**src/pkg/rtcie_pkg.sv**
```systemverilog
package rtcie_pkg;
	// Page 0 register offsets
	localparam logic [4:0] ADDR_MAIN_STATUS  = 5'h00;
	localparam logic [4:0] ADDR_PERIODIC     = 5'h03;
	localparam logic [4:0] ADDR_TEST_MODE    = 5'h1f;
	// Page 1 register offsets
	localparam logic [4:0] ADDR_RT_MODE      = 5'h01;
	localparam logic [4:0] ADDR_INT_CTRL_A   = 5'h03;
	localparam logic [4:0] ADDR_INT_CTRL_B   = 5'h04;
	// Main status register fields
	localparam int         BIT_PAGE_SEL      = 7;
	// Periodic flag register fields
	localparam int         BIT_TEST_MODE     = 7;
	localparam int         BIT_OSC_FAIL      = 6;
	// Real-time mode register fields
	localparam int         BIT_XTAL_HI       = 7;
	localparam int         BIT_XTAL_LO       = 6;
	localparam int         BIT_PF_HOLD       = 4;
	localparam int         BIT_CLK_RUN       = 3;
	// Interrupt control B fields
	localparam int         BIT_PF_ENABLE     = 7;
	// Crystal select codes
	localparam logic [1:0] XTAL_32K768       = 2'h0;
	localparam logic [1:0] XTAL_4M194        = 2'h1;
	localparam logic [1:0] XTAL_4M915        = 2'h2;
	localparam logic [1:0] XTAL_32K000       = 2'h3;
	localparam logic [7:0] RESET_BYTE        = 8'h00;
	// Host controller registers (AXI4-Lite byte addresses)
	localparam logic [3:0] HADDR_CTRL        = 4'h0;
	localparam logic [3:0] HADDR_STATUS      = 4'h4;
	localparam logic [3:0] HADDR_IRQ_STAT    = 4'h8;
	localparam logic [3:0] HADDR_IRQ_MASK    = 4'hc;
	localparam int         BIT_CTRL_START    = 0;
	localparam int         BIT_CTRL_SINGLE   = 1;
	localparam int         IRQ_DONE          = 0;
	localparam int         IRQ_FAULT         = 1;
	localparam logic [1:0] AXI_OKAY          = 2'h0;
	localparam logic [1:0] AXI_SLVERR        = 2'h2;
	// Start-up timing at 25 MHz
	localparam int         CLK_HZ            = 25000000;
	localparam int         RETRY_LIMIT_S     = 3;
	localparam int         RETRY_CYCLES      = RETRY_LIMIT_S * CLK_HZ;
	localparam int         POLL_GAP_US       = 100;
	localparam int         POLL_GAP_CYCLES   = POLL_GAP_US * (CLK_HZ / 1000000);
	localparam int         STROBE_CYCLES     = 2;
endpackage : rtcie_pkg

```
**src/pkg/rtcie_if.sv**
```systemverilog
`timescale 1ns/100ps
interface rtcie_if;
	logic       cs_n;
	logic       rd_n;
	logic       wr_n;
	logic [4:0] addr;
	logic [7:0] data_host;
	logic [7:0] data_dev;
	logic       data_dev_oe_n;
	logic       intr;
	logic       power_fail_input;
	wire  [7:0] data_bus = data_dev_oe_n ? data_host : data_dev;
	modport device (
		input  cs_n, rd_n, wr_n, addr, data_host, power_fail_input,
		output data_dev, data_dev_oe_n, intr
	);
	modport host (
		output cs_n, rd_n, wr_n, addr, data_host, power_fail_input,
		input  data_dev, data_dev_oe_n, intr
	);
endinterface : rtcie_if

```
**src/hw/rtcie_host.sv**
```systemverilog
`timescale 1ns/100ps
module rtcie_host #(
	parameter int RETRY_CYCLES = rtcie_pkg::RETRY_CYCLES
) (
	input  wire logic        clk_sys,
	input  wire logic        rst_n,
	rtcie_if.host            bus,
	input  wire logic        power_fail_level,
	input  wire logic [3:0]  s_axi_awaddr,
	input  wire logic        s_axi_awvalid,
	output logic             s_axi_awready,
	input  wire logic [31:0] s_axi_wdata,
	input  wire logic [3:0]  s_axi_wstrb,
	input  wire logic        s_axi_wvalid,
	output logic             s_axi_wready,
	output logic [1:0]       s_axi_bresp,
	output logic             s_axi_bvalid,
	input  wire logic        s_axi_bready,
	input  wire logic [3:0]  s_axi_araddr,
	input  wire logic        s_axi_arvalid,
	output logic             s_axi_arready,
	output logic [31:0]      s_axi_rdata,
	output logic [1:0]       s_axi_rresp,
	output logic             s_axi_rvalid,
	input  wire logic        s_axi_rready,
	output logic             irq
);
	typedef enum {
		RTCIE_IDLE, RTCIE_SEL0, RTCIE_TEST_ON, RTCIE_TEST_CLR, RTCIE_TEST_OFF, RTCIE_PAGE1,
		RTCIE_START, RTCIE_PAGE0, RTCIE_POLL, RTCIE_WAIT, RTCIE_SUPPLY, RTCIE_PAGE1B,
		RTCIE_ARM, RTCIE_HOLD, RTCIE_DONE, RTCIE_FAULT
	} rtcie_state_t;

	rtcie_state_t state;
	logic [1:0]   xtal;
	logic         single;
	logic [1:0]   irq_stat;
	logic [1:0]   irq_mask;
	logic         aw_got;
	logic         w_got;
	logic [3:0]   aw_addr;
	logic [31:0]  w_data;
	logic         wr_do;
	logic [31:0]  retry_cnt;
	logic [31:0]  gap_cnt;
	logic [1:0]   strobe_cnt;
	logic         reading;
	logic         ev_done;
	logic         ev_fault;
	logic         rd_stat;
	logic [31:0]  rd_word;

	assign wr_do = aw_got && w_got && !s_axi_bvalid;
	assign s_axi_awready = !aw_got;
	assign s_axi_wready  = !w_got;
	assign s_axi_arready = !s_axi_rvalid;
	assign rd_stat = s_axi_arvalid && !s_axi_rvalid && s_axi_araddr == rtcie_pkg::HADDR_IRQ_STAT;
	assign ev_done  = state == RTCIE_HOLD && strobe_cnt == 2'd0;
	assign ev_fault = state == RTCIE_WAIT && retry_cnt >= RETRY_CYCLES - 1;
	assign irq = |(irq_stat & irq_mask);
	assign bus.power_fail_input = power_fail_level;

	always_ff @(posedge clk_sys or negedge rst_n) begin
		if (!rst_n) begin
			aw_got <= 1'b0;
			w_got <= 1'b0;
			aw_addr <= 4'h0;
			w_data <= 32'h0;
			s_axi_bvalid <= 1'b0;
			xtal <= rtcie_pkg::XTAL_32K768;
			single <= 1'b0;
			irq_mask <= 2'h0;
		end else begin
			if (s_axi_awvalid && !aw_got) begin
				aw_got <= 1'b1;
				aw_addr <= s_axi_awaddr;
			end
			if (s_axi_wvalid && !w_got) begin
				w_got <= 1'b1;
				w_data <= s_axi_wdata;
			end
			if (wr_do) begin
				aw_got <= 1'b0;
				w_got <= 1'b0;
				s_axi_bvalid <= 1'b1;
				// Configuration is taken whenever no start-up sequence is running
				if (aw_addr == rtcie_pkg::HADDR_CTRL && s_axi_wstrb[0]
					&& (state == RTCIE_IDLE || state == RTCIE_DONE || state == RTCIE_FAULT)) begin
					single <= w_data[rtcie_pkg::BIT_CTRL_SINGLE];
					xtal <= w_data[3:2];
				end else if (aw_addr == rtcie_pkg::HADDR_IRQ_MASK && s_axi_wstrb[0]) begin
					irq_mask <= w_data[1:0];
				end
			end else if (s_axi_bvalid && s_axi_bready) begin
				s_axi_bvalid <= 1'b0;
			end
		end
	end

	assign s_axi_bresp = rtcie_pkg::AXI_OKAY;

	always_comb begin
		rd_word = 32'h0;
		case (s_axi_araddr)
			rtcie_pkg::HADDR_CTRL:     rd_word = {28'h0, xtal, single, 1'b0};
			rtcie_pkg::HADDR_STATUS:   rd_word = {28'h0, state == RTCIE_FAULT,
				state == RTCIE_DONE, state != RTCIE_IDLE && state != RTCIE_DONE
				&& state != RTCIE_FAULT, 1'b0};
			rtcie_pkg::HADDR_IRQ_STAT: rd_word = {30'h0, irq_stat};
			rtcie_pkg::HADDR_IRQ_MASK: rd_word = {30'h0, irq_mask};
			default:                   rd_word = 32'h0;
		endcase
	end

	always_ff @(posedge clk_sys or negedge rst_n) begin
		if (!rst_n) begin
			s_axi_rvalid <= 1'b0;
			s_axi_rdata <= 32'h0;
			s_axi_rresp <= rtcie_pkg::AXI_OKAY;
		end else if (s_axi_arvalid && !s_axi_rvalid) begin
			s_axi_rvalid <= 1'b1;
			s_axi_rdata <= rd_word;
			s_axi_rresp <= s_axi_araddr[1:0] != 2'h0 || s_axi_araddr > rtcie_pkg::HADDR_IRQ_MASK
				? rtcie_pkg::AXI_SLVERR : rtcie_pkg::AXI_OKAY;
		end else if (s_axi_rvalid && s_axi_rready) begin
			s_axi_rvalid <= 1'b0;
		end
	end

	// Set beats read-clear
	always_ff @(posedge clk_sys or negedge rst_n) begin
		if (!rst_n) begin
			irq_stat <= 2'h0;
		end else begin
			irq_stat[rtcie_pkg::IRQ_DONE]  <= ev_done  || (irq_stat[rtcie_pkg::IRQ_DONE] && !rd_stat);
			irq_stat[rtcie_pkg::IRQ_FAULT] <= ev_fault || (irq_stat[rtcie_pkg::IRQ_FAULT] && !rd_stat);
		end
	end

	// Retry budget counts clock cycles of the whole start-up sequence
	always_ff @(posedge clk_sys or negedge rst_n) begin
		if (!rst_n) begin
			retry_cnt <= 32'd0;
		end else if (state == RTCIE_IDLE || state == RTCIE_DONE || state == RTCIE_FAULT) begin
			retry_cnt <= 32'd0;
		end else begin
			retry_cnt <= retry_cnt + 32'd1; // RQ7
		end
	end

	// Bus cycle: each access holds strobe low for STROBE_CYCLES
	always_ff @(posedge clk_sys or negedge rst_n) begin
		if (!rst_n) begin
			state <= RTCIE_IDLE;
			strobe_cnt <= 2'd0;
			gap_cnt <= 32'd0;
			reading <= 1'b0;
			bus.cs_n <= 1'b1;
			bus.wr_n <= 1'b1;
			bus.rd_n <= 1'b1;
			bus.addr <= 5'h0;
			bus.data_host <= 8'h0;
		end else if (strobe_cnt != 2'd0) begin
			strobe_cnt <= strobe_cnt - 2'd1;
			if (strobe_cnt == 2'd1) begin
				bus.cs_n <= 1'b1;
				bus.wr_n <= 1'b1;
				bus.rd_n <= 1'b1;
			end
		end else begin
			strobe_cnt <= 2'(rtcie_pkg::STROBE_CYCLES);
			bus.cs_n <= 1'b0;
			bus.wr_n <= 1'b0;
			case (state)
				RTCIE_IDLE: begin
					bus.cs_n <= 1'b1;
					bus.wr_n <= 1'b1;
					strobe_cnt <= 2'd0;
					if (wr_do && aw_addr == rtcie_pkg::HADDR_CTRL
						&& w_data[rtcie_pkg::BIT_CTRL_START]) begin
						state <= RTCIE_SEL0;
					end
				end
				// A restart after DONE finds page 1 selected; test mode lives on page 0
				RTCIE_SEL0: begin
					bus.addr <= rtcie_pkg::ADDR_MAIN_STATUS;
					bus.data_host <= 8'h00;
					gap_cnt <= 32'd0;
					state <= RTCIE_TEST_ON;
				end
				RTCIE_TEST_ON: begin
					bus.addr <= rtcie_pkg::ADDR_PERIODIC;
					bus.data_host <= 8'h80; // RQ2
					state <= RTCIE_TEST_CLR;
				end
				RTCIE_TEST_CLR: begin
					bus.addr <= rtcie_pkg::ADDR_TEST_MODE;
					bus.data_host <= rtcie_pkg::RESET_BYTE; // RQ2
					state <= RTCIE_TEST_OFF;
				end
				RTCIE_TEST_OFF: begin
					bus.addr <= rtcie_pkg::ADDR_PERIODIC;
					bus.data_host <= 8'h40;
					state <= RTCIE_PAGE1;
				end
				RTCIE_PAGE1: begin
					bus.addr <= rtcie_pkg::ADDR_MAIN_STATUS;
					bus.data_host <= 8'h80;
					state <= RTCIE_START;
				end
				RTCIE_START: begin
					bus.addr <= rtcie_pkg::ADDR_RT_MODE;
					bus.data_host <= {xtal, 6'h08}; // RQ5
					state <= RTCIE_PAGE0;
				end
				RTCIE_PAGE0: begin
					bus.addr <= rtcie_pkg::ADDR_MAIN_STATUS;
					bus.data_host <= 8'h00;
					state <= RTCIE_POLL;
				end
				RTCIE_POLL: begin
					bus.wr_n <= 1'b1;
					bus.rd_n <= 1'b0;
					bus.addr <= rtcie_pkg::ADDR_PERIODIC;
					reading <= 1'b1;
					state <= RTCIE_WAIT;
				end
				RTCIE_WAIT: begin
					bus.cs_n <= 1'b1;
					bus.wr_n <= 1'b1;
					reading <= 1'b0;
					// Waiting runs every cycle, not once per bus cycle
					strobe_cnt <= 2'd0;
					if (reading && !bus.data_dev[rtcie_pkg::BIT_OSC_FAIL]) begin
						state <= RTCIE_SUPPLY; // RQ6
					end else if (ev_fault) begin
						state <= RTCIE_FAULT; // RQ7
					end else if (gap_cnt >= rtcie_pkg::POLL_GAP_CYCLES) begin
						gap_cnt <= 32'd0;
						state <= RTCIE_PAGE1; // RQ6
					end else begin
						gap_cnt <= gap_cnt + 32'd1;
					end
				end
				RTCIE_SUPPLY: begin
					bus.addr <= rtcie_pkg::ADDR_PERIODIC;
					bus.data_host <= {1'b0, single, 6'h00};
					state <= RTCIE_PAGE1B;
				end
				RTCIE_PAGE1B: begin
					bus.addr <= rtcie_pkg::ADDR_MAIN_STATUS;
					bus.data_host <= 8'h80;
					state <= RTCIE_ARM;
				end
				RTCIE_ARM: begin
					bus.addr <= rtcie_pkg::ADDR_INT_CTRL_B;
					bus.data_host <= 8'h80;
					state <= RTCIE_HOLD;
				end
				RTCIE_HOLD: begin
					bus.addr <= rtcie_pkg::ADDR_RT_MODE;
					bus.data_host <= {xtal, 6'h18};
					state <= RTCIE_DONE;
				end
				RTCIE_DONE, RTCIE_FAULT: begin
					bus.cs_n <= 1'b1;
					bus.wr_n <= 1'b1;
					strobe_cnt <= 2'd0;
					if (wr_do && aw_addr == rtcie_pkg::HADDR_CTRL
						&& w_data[rtcie_pkg::BIT_CTRL_START]) begin
						state <= RTCIE_SEL0;
					end
				end
				default: state <= RTCIE_IDLE;
			endcase
		end
	end
endmodule : rtcie_host

```
**src/flat_wrapper.sv**
```systemverilog
// flat-port wrapper written by rule: the top's interface ports become plain ports
module rtcie_host_flat 
#(
	parameter int RETRY_CYCLES = rtcie_pkg::RETRY_CYCLES
)
  (clk_sys, rst_n, power_fail_level, s_axi_awaddr, s_axi_awvalid, s_axi_awready, s_axi_wdata, s_axi_wstrb, s_axi_wvalid, s_axi_wready, s_axi_bresp, s_axi_bvalid, s_axi_bready, s_axi_araddr, s_axi_arvalid, s_axi_arready, s_axi_rdata, s_axi_rresp, s_axi_rvalid, s_axi_rready, irq, bus_cs_n, bus_rd_n, bus_wr_n, bus_addr, bus_data_host, bus_power_fail_input, bus_data_dev, bus_data_dev_oe_n, bus_intr);
  rtcie_if bus_i ();
  input  wire logic clk_sys;
  input  wire logic rst_n;
  input  wire logic power_fail_level;
  input  wire logic [3:0] s_axi_awaddr;
  input  wire logic s_axi_awvalid;
  output logic s_axi_awready;
  input  wire logic [31:0] s_axi_wdata;
  input  wire logic [3:0] s_axi_wstrb;
  input  wire logic s_axi_wvalid;
  output logic s_axi_wready;
  output logic [1:0] s_axi_bresp;
  output logic s_axi_bvalid;
  input  wire logic s_axi_bready;
  input  wire logic [3:0] s_axi_araddr;
  input  wire logic s_axi_arvalid;
  output logic s_axi_arready;
  output logic [31:0] s_axi_rdata;
  output logic [1:0] s_axi_rresp;
  output logic s_axi_rvalid;
  input  wire logic s_axi_rready;
  output logic irq;
  output wire logic [$bits(bus_i.cs_n)-1:0] bus_cs_n;
  output wire logic [$bits(bus_i.rd_n)-1:0] bus_rd_n;
  output wire logic [$bits(bus_i.wr_n)-1:0] bus_wr_n;
  output wire logic [$bits(bus_i.addr)-1:0] bus_addr;
  output wire logic [$bits(bus_i.data_host)-1:0] bus_data_host;
  output wire logic [$bits(bus_i.power_fail_input)-1:0] bus_power_fail_input;
  input wire logic [$bits(bus_i.data_dev)-1:0] bus_data_dev;
  input wire logic [$bits(bus_i.data_dev_oe_n)-1:0] bus_data_dev_oe_n;
  input wire logic [$bits(bus_i.intr)-1:0] bus_intr;
  assign bus_cs_n = bus_i.cs_n;
  assign bus_rd_n = bus_i.rd_n;
  assign bus_wr_n = bus_i.wr_n;
  assign bus_addr = bus_i.addr;
  assign bus_data_host = bus_i.data_host;
  assign bus_power_fail_input = bus_i.power_fail_input;
  assign bus_i.data_dev = bus_data_dev;
  assign bus_i.data_dev_oe_n = bus_data_dev_oe_n;
  assign bus_i.intr = bus_intr;
  rtcie_host #(.RETRY_CYCLES(RETRY_CYCLES)) u_core (.clk_sys(clk_sys), .rst_n(rst_n), .bus(bus_i), .power_fail_level(power_fail_level), .s_axi_awaddr(s_axi_awaddr), .s_axi_awvalid(s_axi_awvalid), .s_axi_awready(s_axi_awready), .s_axi_wdata(s_axi_wdata), .s_axi_wstrb(s_axi_wstrb), .s_axi_wvalid(s_axi_wvalid), .s_axi_wready(s_axi_wready), .s_axi_bresp(s_axi_bresp), .s_axi_bvalid(s_axi_bvalid), .s_axi_bready(s_axi_bready), .s_axi_araddr(s_axi_araddr), .s_axi_arvalid(s_axi_arvalid), .s_axi_arready(s_axi_arready), .s_axi_rdata(s_axi_rdata), .s_axi_rresp(s_axi_rresp), .s_axi_rvalid(s_axi_rvalid), .s_axi_rready(s_axi_rready), .irq(irq));
endmodule
```
**config.mk**
```make
export PLATFORM = sky130hd
export DESIGN_NAME = rtcie_host_flat
export DESIGN_NICKNAME = d
export VERILOG_FILES = /design/src/pkg/rtcie_pkg.sv /design/src/pkg/rtcie_if.sv /design/src/hw/rtcie_host.sv /design/src/flat_wrapper.sv
export SDC_FILE = /design/constraint.sdc
export NUM_CORES = 1
export LEC_CHECK = 0
export ABC_AREA = 1
export BUFFER_PORTS_ARGS = -buffer_cell sky130_fd_sc_hd__buf_2
export CORE_MARGIN = 5
export CORE_UTILIZATION = 30
export CTS_CLUSTER_DIAMETER = 30
export DETAILED_ROUTE_END_ITERATION = 6
export HOLD_SLACK_MARGIN = 0.08
export PLACE_DENSITY = 0.49
export SLEW_MARGIN = 10
export SYNTH_ARGS = -nofsm -noshare
export SYNTH_HDL_FRONTEND = slang
export SYNTH_SLANG_ARGS = --single-unit
```
**constraint.sdc**
```tcl
create_clock -name clk_sys -period 5.3 [get_ports clk_sys]
set_input_delay 0.53 -clock clk_sys [delete_from_list [all_inputs] [get_ports clk_sys]]
set_output_delay 0.53 -clock clk_sys [all_outputs]
set_load 0.05 [all_outputs]
```
==> results.yml <==
critical_path:
  crit_path_cell_trace: "ha_1 -> nand3_2 -> inv_2 -> nand2_1 -> nand2_1 -> nand2_1 -> nand2_1 -> nand2_1 -> nand3_1 -> nand2_2 -> nand2_4 -> inv_2 -> nor2_4"
  cp_common_cell: "nand2_1"
  critPathBufInv: 2
  crit_type: "reg -> reg"
  cp_top_family: "simple AND/OR/NAND/NOR gates"
  crit_path_top_delay_cell: "inv_2"
  cp-endpoint: "u_core.gap_cnt[15]"
  required_ps: 5520
  cp.depth: 13
  r2r_cells: 13
  crit_start: "u_core.retry_cnt[0]"
  cp-start-kind: "flip-flop"
  critPathMaxFanout: 25
  cpPeakStageDelay_ps: 750
  worstReg2RegStart: "u_core.retry_cnt[0]"
  reg2reg_setup_slack_ps: 2790
  cp.arrival_ps: 2730
  crit_path_end_kind: "flip-flop"
  r2r_end: "u_core.gap_cnt[15]"
finish:
  n_fill_cell: 2115
  multiInputGateArea_um2: 2695
  final_common_cell: "nand2_1"
  utilization: 0.3369
  diodes: 0
  area.growth.synth_to_final_pct: 10.39
  drive_gt1_frac: 0.1404
  regArea_um2: 2656
  nets: 858
  final_cell_mix: "nand2_1 (140), nor2_1 (110), dfrtp_1 (103)"
timing:
  final_max_slew_viol_count: 0
  timing.final.crit_period_ps: 2509
  setup_viol: 0
  hold_violations: 0
  fin_skew_ps: 8.923
  slew_headroom: 0.3726
  rsz0062_at_grt: "no"
  tns_ps: 0
  max_freq_ghz: 0.3986
  finalCritPeriodShare: 0.4734
  worst_pin_slew_ps: 939.7
grt:
  grt_pass1_vias: 4665
  antenna_found_initial: 0
  grt_max_degree: 63
  overflow: 0
  grt_usage: 0.1228
  grt_first_pass_wirelength_um: 22480
synth:
  synth_top_area_share: 0.4326
  synth.avg_cell_area_um2: 7.923
  netlist_area_um2: 5958
  synth_edf_count: 0
  synth_warnings: 0
  ys_top_cells_by_area: "dfrtp_1 (43%), nand2_1 (8.8%), nor2_1 (6.9%)"
  yosysTopAreaCell: "dfrtp_1"
  ys_ff_latch: 106
  yosys_most_used_dff: "dfrtp_1"
  synth_cell_type_count: 43
  async_flop_share: 1.000
  syn_inst: 752
  yosysSeqAreaShare: 0.4458
route:
  drcViolationCount: 0
  routed_wirelength_um: 13230
  wl_per_cell_um: 12.44
  drt-initial-drc-count: 177
  ant_nets: 0
  avgViaCountPerCell: 4.357
  firstDrtPassIters: 4
  num_vias: 4631
clocking:
  post_cts_buffers: 0
  cts_resized: 0
  ctsHoldBuffers: 0
  cts_made_buffers: 9
  clock_sinks: 106
  cts_tree: "done"
  cts_root_buffer: "clkbuf_16"
  clk_path_buf_depth: 2
  clk_pin_slew_worst_paths_ps: 80
  clock_latency_ps: 360
  h-tree-depth: 3
placed_design:
  gp_congestion: 0.8712
  dp_hpwl_um: 9730
  port_buffers: 43
floorplanning:
  io_pins: 121
  initial_utilization: 0.3051
  fp.dieH_um: 150.9
  rows: 51
  die_area_um2: 22780
  die_w_um: 150.9
  core_area_um2: 19530
power:
  power.density_nw_per_um2: 475.7
  irDropWorstVdd_mv: 0.3619
  p_leak_nw: 3.012
hold_path:
  hold_class: "in -> async"
outcome:
  status: "finished, final reports clean"
run:
  maxCapViolations: 0
## report_power, final
| part | total [mW] | internal [mW] | switching [mW] |
|---|---|---|---|
| logic | 1.33 | 0.354 | 0.971 |
| clock network | 0.664 | 0.329 | 0.336 |
| registers | 1.14 | 1.02 | 0.118 |
## cell usage after synthesis (all sizes together) (3+ instances only)
master / number
buf: 44
xor2: 12
clkbuf: 4
inv: 102
nand3: 33
a211oi: 3
nor4: 4
nor3: 27
nor2: 140
o21ai: 45
nand2: 148
nand3b: 4
nand4: 24
dfstp: 3
ha: 3
xnor2: 6
dfrtp: 103
mux2: 3
a21oi: 26
a32oi: 3
a31oi: 4
## how the worst min path moves through the flow
stage,from,endpoint,slack [ps]
floorplan,rst_n,u_core.aw_addr[0],230
global placement,u_core.strobe_cnt[0],u_core.strobe_cnt[0],450
detailed placement,u_core.strobe_cnt[0],u_core.strobe_cnt[0],460
CTS,rst_n,u_core.aw_addr[3],280
global route,rst_n,u_core.aw_addr[3],330
finish,rst_n,u_core.aw_addr[3],250
## sequential cells by signal, indices dropped and copies added, names as in the netlist, 4 cells and up
name,flops
u_core.gap_cnt,32
u_core.retry_cnt,32
u_core.w_data,4
u_core.bus.data_host,4
u_core.aw_addr,4
u_core.state,4
u_core.s_axi_rdata,4
u_core.bus.addr,4
## layer usage
layer / track usage / share of wire
met5: 0 / 0
met4: 0.05485 / 0.022
met3: 0.01466 / 0.032
met2: 0.1922 / 0.44
met1: 0.1706 / 0.51
## final cells by class
class,instances,share of cell area
Multi-Input combinational cell,530,0.4097
Sequential cell,106,0.4038
Inverter,102,0.05821
Tap cell,265,0.05041
Clock buffer,9,0.03424
Timing Repair Buffer,44,0.03424
Clock inverter,7,0.009321
## metrics by stage
stage | total power [mW] | worst slack (ps) | cells | hold slack, ps | instance area, um2
2_1_floorplan | 2.238 | 3601 | 786 | 234.4 | 6086
3_3_place_gp | 2.493 | 2800 | 1047 | 450.5 | 6291
3_5_place_dp | 2.494 | 2773 | 1047 | 456.0 | 6291
4_1_cts | 3.179 | 2757 | 1063 | 278.6 | 6578
5_1_grt | 3.373 | 2585 | 1063 | 328.0 | 6578
6_report | 3.129 | 2791 | 1063 | 246.4 | 6578
## cells by family after synthesis
logic type,Yosys count,synth area share
buffers and inverters,150,0.1233
adders and majority gates,3,0.006301
muxes,3,0.005669
other,1,0.0006294
and+or+nand+nor,383,0.3108
DFF,106,0.4458
AOI/OAI and AO/OA,88,0.08106
xor gates and xnor gates,18,0.02646
## worst register-to-register path, cell delays in order, from the launching register on
cell and delay (ps):
dfrtp_1 430, ha_1 250, nand3_2 160, inv_2 40, nand2_1 60, nand2_1 40
nand2_1 50, nand2_1 60, nand2_1 110, nand3_1 100, nand2_2 120, nand2_4 180
inv_2 750, nor2_4 20
Power figures use the tool's default switching activity.
